### src/hdl/tmr2_regs.svh
/*
 * Register indices, field positions, reset values and tick divides of the
 * capture/reload timer. Assumes it is included by bare name.
 */
`ifndef TMR2_REGS_SVH
`define TMR2_REGS_SVH

// ****************************************
// Register indices (byte address = 4 x index)
// ****************************************
`define TMR2_IDX_CONTROL 8'hC8
`define TMR2_IDX_CAP_LO 8'hCA
`define TMR2_IDX_CAP_HI 8'hCB
`define TMR2_IDX_CNT_LO 8'hCC
`define TMR2_IDX_CNT_HI 8'hCD
`define TMR2_IDX_CLK_CTRL 8'hE0
`define TMR2_IDX_IRQ_STATUS 8'hE1
`define TMR2_IDX_IRQ_CLEAR 8'hE2
`define TMR2_IDX_IRQ_ENABLE 8'hE3

// ****************************************
// Control, clock control and interrupt register fields
// ****************************************
`define TMR2_BIT_OVF_FLAG 7
`define TMR2_BIT_TRIG_FLAG 6
`define TMR2_BIT_RX_SEL 5
`define TMR2_BIT_TX_SEL 4
`define TMR2_BIT_TRIG_EN 3
`define TMR2_BIT_RUN 2
`define TMR2_BIT_SRC_SEL 1
`define TMR2_BIT_CAP_SEL 0
`define TMR2_BIT_TICK_SPEED 5
`define TMR2_IRQ_OVF 0
`define TMR2_IRQ_TRIG 1

// ****************************************
// Reset values and tick divides
// ****************************************
`define TMR2_RST_BYTE 8'h00
`define TMR2_DIV_BAUD 4'h2
`define TMR2_DIV_SLOW 4'hC
`define TMR2_DIV_FAST 4'h4

`endif

### src/hdl/tmr2_pkg.sv
/*
 * Types shared by the capture/reload timer.
 * Assumes nothing beyond a SystemVerilog compiler.
 */
package tmr2_pkg;

  // Operating mode, Gray coded along reload -> capture -> baud
  typedef enum logic [1:0] {
    TMR2_RELOAD = 2'h0,
    TMR2_CAPTURE = 2'h1,
    TMR2_BAUD = 2'h3
  } tmr2_mode_type;

endpackage : tmr2_pkg

### src/hdl/tmr2_timer.sv
/*
 * 16-bit timer/counter with auto-reload, capture and baud-rate modes,
 * reached over a classic Wishbone slave with 32-bit data.
 * Assumes count and trigger pins and the other timer's overflow are
 * synchronous-capable inputs; one clock, synchronous active-high reset.
 */
// Chosen here: the Wishbone interface to the registers.
`timescale 1ns/1ns
`default_nettype none
`include "tmr2_regs.svh"

module tmr2_timer
  import tmr2_pkg::*;
(
  // Clock and reset
  input wire logic clk_i,
  input wire logic rst_i,
  // Wishbone slave
  input wire logic wb_cyc_i,
  input wire logic wb_stb_i,
  input wire logic wb_we_i,
  input wire logic [9:0] wb_adr_i,
  input wire logic [3:0] wb_sel_i,
  input wire logic [31:0] wb_dat_i,
  output logic [31:0] wb_dat_o,
  output logic wb_ack_o,
  // External pins
  input wire logic count_input_pin_i,
  input wire logic ext_trigger_pin_i,
  // Serial port timebase
  input wire logic timer1_overflow_i,
  output logic rx_baud_tick_o,
  output logic tx_baud_tick_o,
  // Interrupt
  output logic irq_o
);

  // ****************************************
  // Declarations
  // ****************************************
  logic ack_q; // Bus answer
  logic [31:0] rdat_q; // Registered read data
  logic [7:0] ctrl_q; // Control bits
  logic tick_speed_select_q; // Fast timer ticks
  logic [7:0] cap_lo_q, cap_hi_q; // Capture/reload bytes
  logic [15:0] count_q; // Counter
  logic [3:0] presc_q; // Clock prescaler
  logic [1:0] irq_stat_q, irq_en_q; // Interrupt status and enable
  logic cnt_s1_q, cnt_s2_q, cnt_prev_q; // Count pin sync
  logic trg_s1_q, trg_s2_q, trg_prev_q; // Trigger pin sync
  logic [7:0] idx; // Register index
  logic wr_en; // Write takes effect
  logic wr_ctrl, wr_cap_lo, wr_cap_hi, wr_cnt_lo, wr_cnt_hi; // Write strobes
  logic baud_mode; // Either clock select set
  tmr2_mode_type mode; // Decoded mode
  logic [3:0] div_sel; // Active prescale divide
  logic presc_tick; // Prescaler wrap
  logic cnt_fall, trg_fall; // Synchronised falling edges
  logic inc; // Counter advances
  logic ovf; // Counter wraps this cycle
  logic trg_event; // Enabled trigger edge
  logic capture; // Capture fires
  logic reload; // Counter reloads
  logic [15:0] reload_val; // Reload value

  // ****************************************
  // Bus decode
  // ****************************************
  assign idx = wb_adr_i[9:2];
  // Writes land on the acked edge, only with the low lane selected
  assign wr_en = wb_cyc_i && wb_stb_i && wb_we_i && ack_q && wb_sel_i[0];
  assign wr_ctrl = wr_en && (idx == `TMR2_IDX_CONTROL);
  assign wr_cap_lo = wr_en && (idx == `TMR2_IDX_CAP_LO);
  assign wr_cap_hi = wr_en && (idx == `TMR2_IDX_CAP_HI);
  assign wr_cnt_lo = wr_en && (idx == `TMR2_IDX_CNT_LO);
  assign wr_cnt_hi = wr_en && (idx == `TMR2_IDX_CNT_HI);
  assign wb_ack_o = ack_q;
  assign wb_dat_o = rdat_q;

  // Ack one cycle after the request, then drop
  always_ff @(posedge clk_i) begin
    if (rst_i) begin
      ack_q <= 1'b0;
    end else begin
      ack_q <= wb_cyc_i && wb_stb_i && !ack_q;
    end
  end

  // Read data sampled when the request is taken; unmapped reads zero
  always_ff @(posedge clk_i) begin
    if (rst_i) begin
      rdat_q <= 32'h0000_0000;
    end else if (wb_cyc_i && wb_stb_i && !ack_q) begin
      unique case (idx)
        `TMR2_IDX_CONTROL: rdat_q <= {24'h00_0000, ctrl_q};
        `TMR2_IDX_CAP_LO: rdat_q <= {24'h00_0000, cap_lo_q};
        `TMR2_IDX_CAP_HI: rdat_q <= {24'h00_0000, cap_hi_q};
        `TMR2_IDX_CNT_LO: rdat_q <= {24'h00_0000, count_q[7:0]};
        `TMR2_IDX_CNT_HI: rdat_q <= {24'h00_0000, count_q[15:8]};
        `TMR2_IDX_CLK_CTRL: rdat_q <= {24'h00_0000, 2'h0, tick_speed_select_q, 5'h00};
        `TMR2_IDX_IRQ_STATUS: rdat_q <= {30'h0000_0000, irq_stat_q};
        `TMR2_IDX_IRQ_ENABLE: rdat_q <= {30'h0000_0000, irq_en_q};
        default: rdat_q <= 32'h0000_0000;
      endcase
    end
  end

  // ****************************************
  // Pin synchronisers and edge detect
  // ****************************************
  // Third stage holds the previous sample; first stage feeds only the second
  always_ff @(posedge clk_i) begin
    if (rst_i) begin
      cnt_s1_q <= 1'b1;
      cnt_s2_q <= 1'b1;
      cnt_prev_q <= 1'b1;
      trg_s1_q <= 1'b1;
      trg_s2_q <= 1'b1;
      trg_prev_q <= 1'b1;
    end else begin
      cnt_s1_q <= count_input_pin_i;
      cnt_s2_q <= cnt_s1_q;
      cnt_prev_q <= cnt_s2_q;
      trg_s1_q <= ext_trigger_pin_i;
      trg_s2_q <= trg_s1_q;
      trg_prev_q <= trg_s2_q;
    end
  end
  assign cnt_fall = cnt_prev_q && !cnt_s2_q;
  assign trg_fall = trg_prev_q && !trg_s2_q;

  // ****************************************
  // Mode and tick selection
  // ****************************************
  assign baud_mode = ctrl_q[`TMR2_BIT_RX_SEL] || ctrl_q[`TMR2_BIT_TX_SEL];
  always_comb begin
    if (baud_mode) begin
      mode = TMR2_BAUD;
    end else if (ctrl_q[`TMR2_BIT_CAP_SEL]) begin
      mode = TMR2_CAPTURE;
    end else begin
      mode = TMR2_RELOAD;
    end
  end

  // Baud mode divides by two regardless of source select
  always_comb begin
    if (baud_mode) begin
      div_sel = `TMR2_DIV_BAUD;
    end else if (tick_speed_select_q) begin
      div_sel = `TMR2_DIV_FAST;
    end else begin
      div_sel = `TMR2_DIV_SLOW;
    end
  end

  // Prescaler runs only while the timer runs
  always_ff @(posedge clk_i) begin
    if (rst_i) begin
      presc_q <= 4'h0;
    end else if (!ctrl_q[`TMR2_BIT_RUN] || presc_tick) begin
      presc_q <= 4'h0;
    end else begin
      presc_q <= presc_q + 4'h1;
    end
  end
  assign presc_tick = ctrl_q[`TMR2_BIT_RUN] && (presc_q == div_sel - 4'h1);

  // Counter source: prescaled clock, or pin edges outside baud mode
  always_comb begin
    if (!ctrl_q[`TMR2_BIT_RUN]) begin
      inc = 1'b0;
    end else if (baud_mode || !ctrl_q[`TMR2_BIT_SRC_SEL]) begin
      inc = presc_tick;
    end else begin
      inc = cnt_fall;
    end
  end

  assign ovf = inc && (count_q == 16'hFFFF);
  assign reload_val = {cap_hi_q, cap_lo_q};
  assign trg_event = ctrl_q[`TMR2_BIT_TRIG_EN] && trg_fall;
  assign capture = trg_event && (mode == TMR2_CAPTURE);
  // Overflow reloads in reload and baud modes; a trigger edge reloads in reload mode only,
  // but only while running, so a halted timer keeps its count
  assign reload = (ovf && (mode != TMR2_CAPTURE))
    || (trg_event && ctrl_q[`TMR2_BIT_RUN] && (mode == TMR2_RELOAD));

  // ****************************************
  // Counter
  // ****************************************
  // Software byte writes win over counting
  always_ff @(posedge clk_i) begin
    if (rst_i) begin
      count_q <= {`TMR2_RST_BYTE, `TMR2_RST_BYTE};
    end else if (wr_cnt_lo) begin
      count_q[7:0] <= wb_dat_i[7:0];
    end else if (wr_cnt_hi) begin
      count_q[15:8] <= wb_dat_i[7:0];
    end else if (reload) begin
      count_q <= reload_val;
    end else if (inc) begin
      count_q <= count_q + 16'h0001;
    end
  end

  // Capture/reload bytes; a capture wins over a software write
  always_ff @(posedge clk_i) begin
    if (rst_i) begin
      cap_lo_q <= `TMR2_RST_BYTE;
      cap_hi_q <= `TMR2_RST_BYTE;
    end else if (capture) begin
      cap_lo_q <= count_q[7:0];
      cap_hi_q <= count_q[15:8];
    end else begin
      if (wr_cap_lo) begin
        cap_lo_q <= wb_dat_i[7:0];
      end
      if (wr_cap_hi) begin
        cap_hi_q <= wb_dat_i[7:0];
      end
    end
  end

  // ****************************************
  // Control register and clock control
  // ****************************************
  // Hardware flag set wins over a software write in the same cycle
  always_ff @(posedge clk_i) begin
    if (rst_i) begin
      ctrl_q <= `TMR2_RST_BYTE;
    end else begin
      if (wr_ctrl) begin
        ctrl_q <= wb_dat_i[7:0];
      end
      if (ovf && !baud_mode) begin
        ctrl_q[`TMR2_BIT_OVF_FLAG] <= 1'b1;
      end
      if (trg_event) begin
        ctrl_q[`TMR2_BIT_TRIG_FLAG] <= 1'b1;
      end
    end
  end

  // Tick speed select
  always_ff @(posedge clk_i) begin
    if (rst_i) begin
      tick_speed_select_q <= 1'b0;
    end else if (wr_en && (idx == `TMR2_IDX_CLK_CTRL)) begin
      tick_speed_select_q <= wb_dat_i[`TMR2_BIT_TICK_SPEED];
    end
  end

  // ****************************************
  // Serial timebase
  // ****************************************
  assign rx_baud_tick_o = ctrl_q[`TMR2_BIT_RX_SEL] ? ovf : timer1_overflow_i;
  assign tx_baud_tick_o = ctrl_q[`TMR2_BIT_TX_SEL] ? ovf : timer1_overflow_i;

  // ****************************************
  // Interrupts
  // ****************************************
  // Sticky status; set wins over the write-one clear
  always_ff @(posedge clk_i) begin
    if (rst_i) begin
      irq_stat_q <= 2'h0;
    end else begin
      if (wr_en && (idx == `TMR2_IDX_IRQ_CLEAR)) begin
        irq_stat_q <= irq_stat_q & ~wb_dat_i[1:0];
      end
      if (ovf && !baud_mode) begin
        irq_stat_q[`TMR2_IRQ_OVF] <= 1'b1;
      end
      if (trg_event) begin
        irq_stat_q[`TMR2_IRQ_TRIG] <= 1'b1;
      end
    end
  end

  // Enable register
  always_ff @(posedge clk_i) begin
    if (rst_i) begin
      irq_en_q <= 2'h0;
    end else if (wr_en && (idx == `TMR2_IDX_IRQ_ENABLE)) begin
      irq_en_q <= wb_dat_i[1:0];
    end
  end
  assign irq_o = |(irq_stat_q & irq_en_q);
endmodule : tmr2_timer
`default_nettype wire

### config.mk
export PLATFORM = sky130hd
export DESIGN_NAME = tmr2_timer
export DESIGN_NICKNAME = d
export VERILOG_FILES = /design/src/hdl/tmr2_pkg.sv /design/src/hdl/tmr2_timer.sv
export VERILOG_INCLUDE_DIRS = /design/src /design/src/hdl
export SDC_FILE = /design/constraint.sdc
export NUM_CORES = 1
export LEC_CHECK = 0
export ABC_AREA = 0
export BUFFER_PORTS_ARGS = -buffer_cell sky130_fd_sc_hd__buf_2
export CAP_MARGIN = 30
export CORE_UTILIZATION = 61
export CTS_BUF_LIST = sky130_fd_sc_hd__clkbuf_4 sky130_fd_sc_hd__clkbuf_8
export CTS_CLUSTER_DIAMETER = 40
export DETAILED_ROUTE_END_ITERATION = 7
export GPL_TIMING_DRIVEN = 0
export MAX_ROUTING_LAYER = met4
export PLACE_DENSITY_LB_ADDON = 0.05
export SLEW_MARGIN = 15
export SYNTH_ARGS = -nofsm -noshare
export SYNTH_HDL_FRONTEND = slang
export SYNTH_SLANG_ARGS = --single-unit
### constraint.sdc
create_clock -name clk_i -period 3.63 [get_ports clk_i]
set_clock_uncertainty 0.15 [all_clocks]
set_input_delay 0.363 -clock clk_i [delete_from_list [all_inputs] [get_ports clk_i]]
set_output_delay 0.363 -clock clk_i [all_outputs]
set_load 0.1 [all_outputs]
Word-level counts from Yosys, hierarchy flattened --
Index checks and enable logic that the tools add are counted. Widths: inputs -> output; s select.
Word-level totals: register bits 88, input port bits 54, output and inout port bits 36
Cells by class: add/subtract/negate cells 3, eq/ne operators 14, muxes and demuxes 24, bitwise gates (word level) 4, reduce and logical (&&, ||, !) cells 46
Operators with widths (count):
- $eq 8x8->1 const B | 9
- $mux 8 | 8
- $pmux 8 s8 | 1
- $mux 16 | 2
- $logic_and 1x1->1 | 23
- $add 16x1->16 const B | 1
- $eq 16x16->1 const B | 1
- $reduce_bool 2->1 | 6
- $mux 1 | 9
- $mux 4 | 2
- $logic_not 1->1 | 6
- $reduce_bool 3->1 | 2
- $add 4x1->4 const B | 1
- $and 2x2->2 | 2
- $eq 4x4->1 | 1
- $logic_or 1x1->1 | 4
- $mux 2 | 2
- $reduce_and 2->1 | 2
- $reduce_or 2->1 | 2
- $sub 4x1->4 const B | 1
- $eq 2x1->1 const B | 1
- $logic_not 2->1 | 1
- $ne 2x1->1 const B | 1
- $ne 2x2->1 const B | 1
- 2 further kinds | 2

Longest topological paths before layout --
depth in word-level cells 13, gate-level depth with buffers 8, gate-level depth less buffers 7

Least setup slack after synthesis --
OpenSTA, ideal clock, no wires.
path type register to register, from reg ack_q, in the netlist wb_ack_o, to reg count_q[10], data arrival time 2389 ps, data required time 3351 ps, path slack 963 ps, cell stages (with the launch flop) 9, clock period less this slack 2667 ps, cell sequence dfxtp_1 > nand3_1 > nor2_1 > and4_1 > buf_1 > nor2_1 > nand2_4 > buf_6 > o22ai_1
On the way: word-level cells in the longest chain between the ends 5, elaborated cells on any way between the ends 8, classes of those cells mux (1); bitwise (1); reduce/logical (6)
Ends and longest elaborated chain:
- start, declared | line tmr2_timer.sv:41 | logic ack_q;
- start signal, assigned | line tmr2_timer.sv:85 | ack_q <= wb_cyc_i && wb_stb_i && !ack_q;
- $logic_and 1x1->1 * (2 in series) | line tmr2_timer.sv:71 | assign wr_en = wb_cyc_i && wb_stb_i && wb_we_i && ack_q && wb_sel_i[0];
- $logic_and 1x1->1 (on tied branches) | line tmr2_timer.sv:76, tmr2_timer.sv:75
- $reduce_bool 3->1 (no line) or $not 1->1 (tied branches)
- $reduce_and 2->1 (no line)
- end signal, assigned | line tmr2_timer.sv:195 | count_q <= {`TMR2_RST_BYTE, `TMR2_RST_BYTE};
- end signal, assigned | line tmr2_timer.sv:199 | count_q[15:8] <= wb_dat_i[7:0];
- end signal, assigned | line tmr2_timer.sv:201 | count_q <= reload_val;
- end, declared | line tmr2_timer.sv:46 | logic [15:0] count_q;
Every way passes the cells marked *; elsewhere a longest branch is shown, timed or not. A chain may end at the register's enable or synchronous reset.

Worst setup path in the final report --
from reg count_q[8], to out tx_baud_tick_o
On the way: word-level cells in the longest chain between the ends 3
Ends and longest elaborated chain:
- $eq 16x16->1 | line tmr2_timer.sv:180 | assign ovf = inc && (count_q == 16'hFFFF);
- $logic_and 1x1->1 | line tmr2_timer.sv:180
- $mux 1 | line tmr2_timer.sv:258 | assign tx_baud_tick_o = ctrl_q[`TMR2_BIT_TX_SEL] ? ovf : timer1_overflow_i;
- end, declared | line tmr2_timer.sv:33 | output logic tx_baud_tick_o,
Every way passes these cells.

==> flow_summary.toml <==
[critical_path]
cp_max_fo = 7
critPathSlowestCell = "buf_2"
r2r_setup_slack_ps = 970
end_kind = "output pin"
worst_r2r_startpoint = "wb_ack_o"
worstPathRequired_ps = 3120
worst_path_largest_cell_delay_ps = 420
startpoint = "count_q[8]"
timing.rr.end = "count_q[14]"
reg2reg_depth = 8
path_buf_inv = 2
worstSetupStartpointType = "register"
cp_top_family = "simple AND/OR/NAND/NOR gates"
crit_type = "register to output pin"
arrival_ps = 2910
crit_path_cell_trace = "clkbuf_1, nand4_1, nor2_1, nand2_1, nor4_2, mux2_2, buf_2"

[min_path]
hold_end = "cnt_s1_q"
holdPathStages = 2
min_path_type = "input port to register"
min_from = "count_input_pin_i"

[global_routing]
grt_first_pass_wirelength_um = 17000
grt_usage_pct = 36.2
overflow = 0
grt_antenna_before_repair = 0
grt_pass1_vias = 3245
grt_max_degree = 11

[yosys]
synth.cell_area_um2 = 3980
synthFlopType = "dfxtp_1"
ys_async_sr_fraction_pct = 0
yosysSeqAreaShare_pct = 32.2
avgSynthCellArea_um2 = 8.63
ys_warn_count = 0
synth_edf_count = 0
synthCells = 461
synth_cell_types = 61
synth-seq-cells = 64

[placed_design]
placed_cell_area_um2 = 4340
place_hpwl_um = 8340
gp_congestion = 0.989
numPortBuffers = 35

[pwr]
powerDensity_nw_per_um2 = 344
ir_drop_mv = 0.268
leakage_nw = 1.73
fin_total_pwr_mw = 1.56

[sta]
fmax_mhz = 292
fin_setup_tns_ps = 0
tightest_slew_ps = 817
whs_ps = 32.4
period_minus_slack_ps = 3420
slew_headroom_pct = 45.1
finalSetupViolCount = 0
drv_slew = 0
rsz0062_at_grt = "false"
period_share_pct = 94.2
final_hold_viol_count = 0

[clocking]
numCtsBuffers = 9
clockBufferDepth = 2
cts_tree = "yes"
post-cts-setup-buffer-count = 0
htree_num_levels = 3
clockRootBuffer = "clkbuf_8"
clk_latency_ps = 360
clock_sinks = 64
path_clk_slew_ps = 70

[layout]
fillers = 530
layout_commonest_cell = "dfxtp_1"
utilization_pct = 71.9
layout_common_cells = "dfxtp_1, mux2i_1, nor2_1"
final_nets = 586
design_area_um2 = 4540
diodes = 0
area_delta_synth_final_pct = 14.1
layout-drive-gt1-share_pct = 21.7

[detailed_routing]
drc_errors = 0
ant_nets = 0
wirelength_um = 11700
drt_pass1_iterations = 5
num_vias = 3747
drt_iter0_drc = 362
detail_route.wl_per_cell_um = 19.1
viasPerCell = 6.12

[floorplanning]
core_area_um2 = 6310
die_width_um = 82.8
ios = 90
initial_core_util_pct = 63.0
die-height_um = 82.8
fp-row-count = 29
die_area_um2 = 6850

[run_status]
status = "finished, final reports clean"

[flow_run]
drv_cap = 0
-- worst reg2reg max path, cell delays in order, from the launching register on --
cell and delay, ps:
dfxtp_1 340, nand3_1 70, nor2_1 570, and4_1 290
buf_1 450, nor2_1 240, nand2_4 170, buf_6 160
o22ai_1 80
-- power breakdown --
part           switching (mW)  internal, mW  total [mW]  leakage (nW)
Sequential           0.000901         0.705       0.706         0.517
Combinational           0.178        0.0432       0.221          1.11
Clock                   0.286         0.347       0.633         0.101
Total                   0.465          1.10        1.56          1.73
-- synthesized netlist by cell type, types with 4 or more instances --
cell type   n  share of area (%)
nand3_1    12                1.5
a211oi_1   16                3.0
xor2_1      4               0.88
o22ai_1    16                2.5
dfxtp_1    64                 32
o21ai_0     7               0.88
nor2_4      4                1.1
nor3b_1     4               0.75
buf_4      25                4.7
or2_2       9                1.4
a22oi_1    17                3.2
inv_1      12                1.1
clkbuf_1   15                1.4
a21oi_1    13                1.6
o2bb2ai_1   7                1.5
xnor2_1    11                2.4
mux2i_1    55                 14
nand4_1     8                1.3
nand2_1    34                3.2
buf_1       4               0.38
nor2_1     53                5.0
o21ai_1     7               0.88
mux2_2      4                1.1
nor3_1      4               0.50
-- through the flow --
step | std cells | setup WS (ps)
after global routing | 612 | 33.5
after global placement | 596 | 620
after CTS | 612 | 126
after detailed placement | 596 | 531
after floorplan | 484 | 963
final | 612 | 210
-- cells by family after synthesis --
family / after synthesis / share of synthesized area [%]
xor gates and xnor gates: 15 / 3.30
AOI/OAI and AO/OA: 103 / 18.6
buffers and inverters: 62 / 9.09
muxes: 59 / 15.0
DFF: 64 / 32.2
other: 1 / 0.0943
adders and majority gates: 2 / 0.629
and+or+nand+nor: 155 / 21.1
-- layout make-up --
type                       instances  area, um^2  share of cell area, %
clock buffer                      13         154                   3.39
buffer                            50         317                   6.98
tap                               77        96.3                   2.12
multi-input combinational        358        2430                   53.5
timing repair buffer              35         175                   3.86
sequential                        64        1280                   28.2
inverter                          12        45.0                  0.993
clock inverter                     3        42.5                  0.938
-- what timing repair did --
action                                  in CTS  in global routing
resized for setup                            0                  1
endpoints found under the setup margin       0                  2
hold buffers                                 0                  0
-- flip-flops by register name, indices dropped and copies added (netlist names), 2 cells and up --
name and flops:
ctrl_q 8, count_q 16, irq_stat_q 2, presc_q 4, wb_dat_o 8, cap_hi_q 8
irq_en_q 2, cap_lo_q 8
-- routing by layer --
| layer | wire length, um | part of all wire (%) | vias to the layer above | GRT usage [%] |
|---|---|---|---|---|
| met4 | 399 | 3.4 | 0 | 19.8 |
| met3 | 1100 | 9.5 | 35 | 7.14 |
| met5 | 0 | 0 | - | - |
| met1 | 4920 | 42 | 1747 | 45.9 |
| met2 | 5240 | 45 | 188 | 53.6 |
| li1 | - | - | 1777 | - |
-- worst max path at each step --
| stage | end | slack (ps) | depth (start not counted) |
|---|---|---|---|
| after global placement | tx_baud_tick_o | 620 | 7 |
| after detailed placement | tx_baud_tick_o | 530 | 7 |
| after global routing | tx_baud_tick_o | 30 | 7 |
| final | tx_baud_tick_o | 210 | 7 |
| after floorplan | count_q[10] | 960 | 8 |
| after CTS | tx_baud_tick_o | 130 | 7 |
Power figures use the tool's default switching activity.
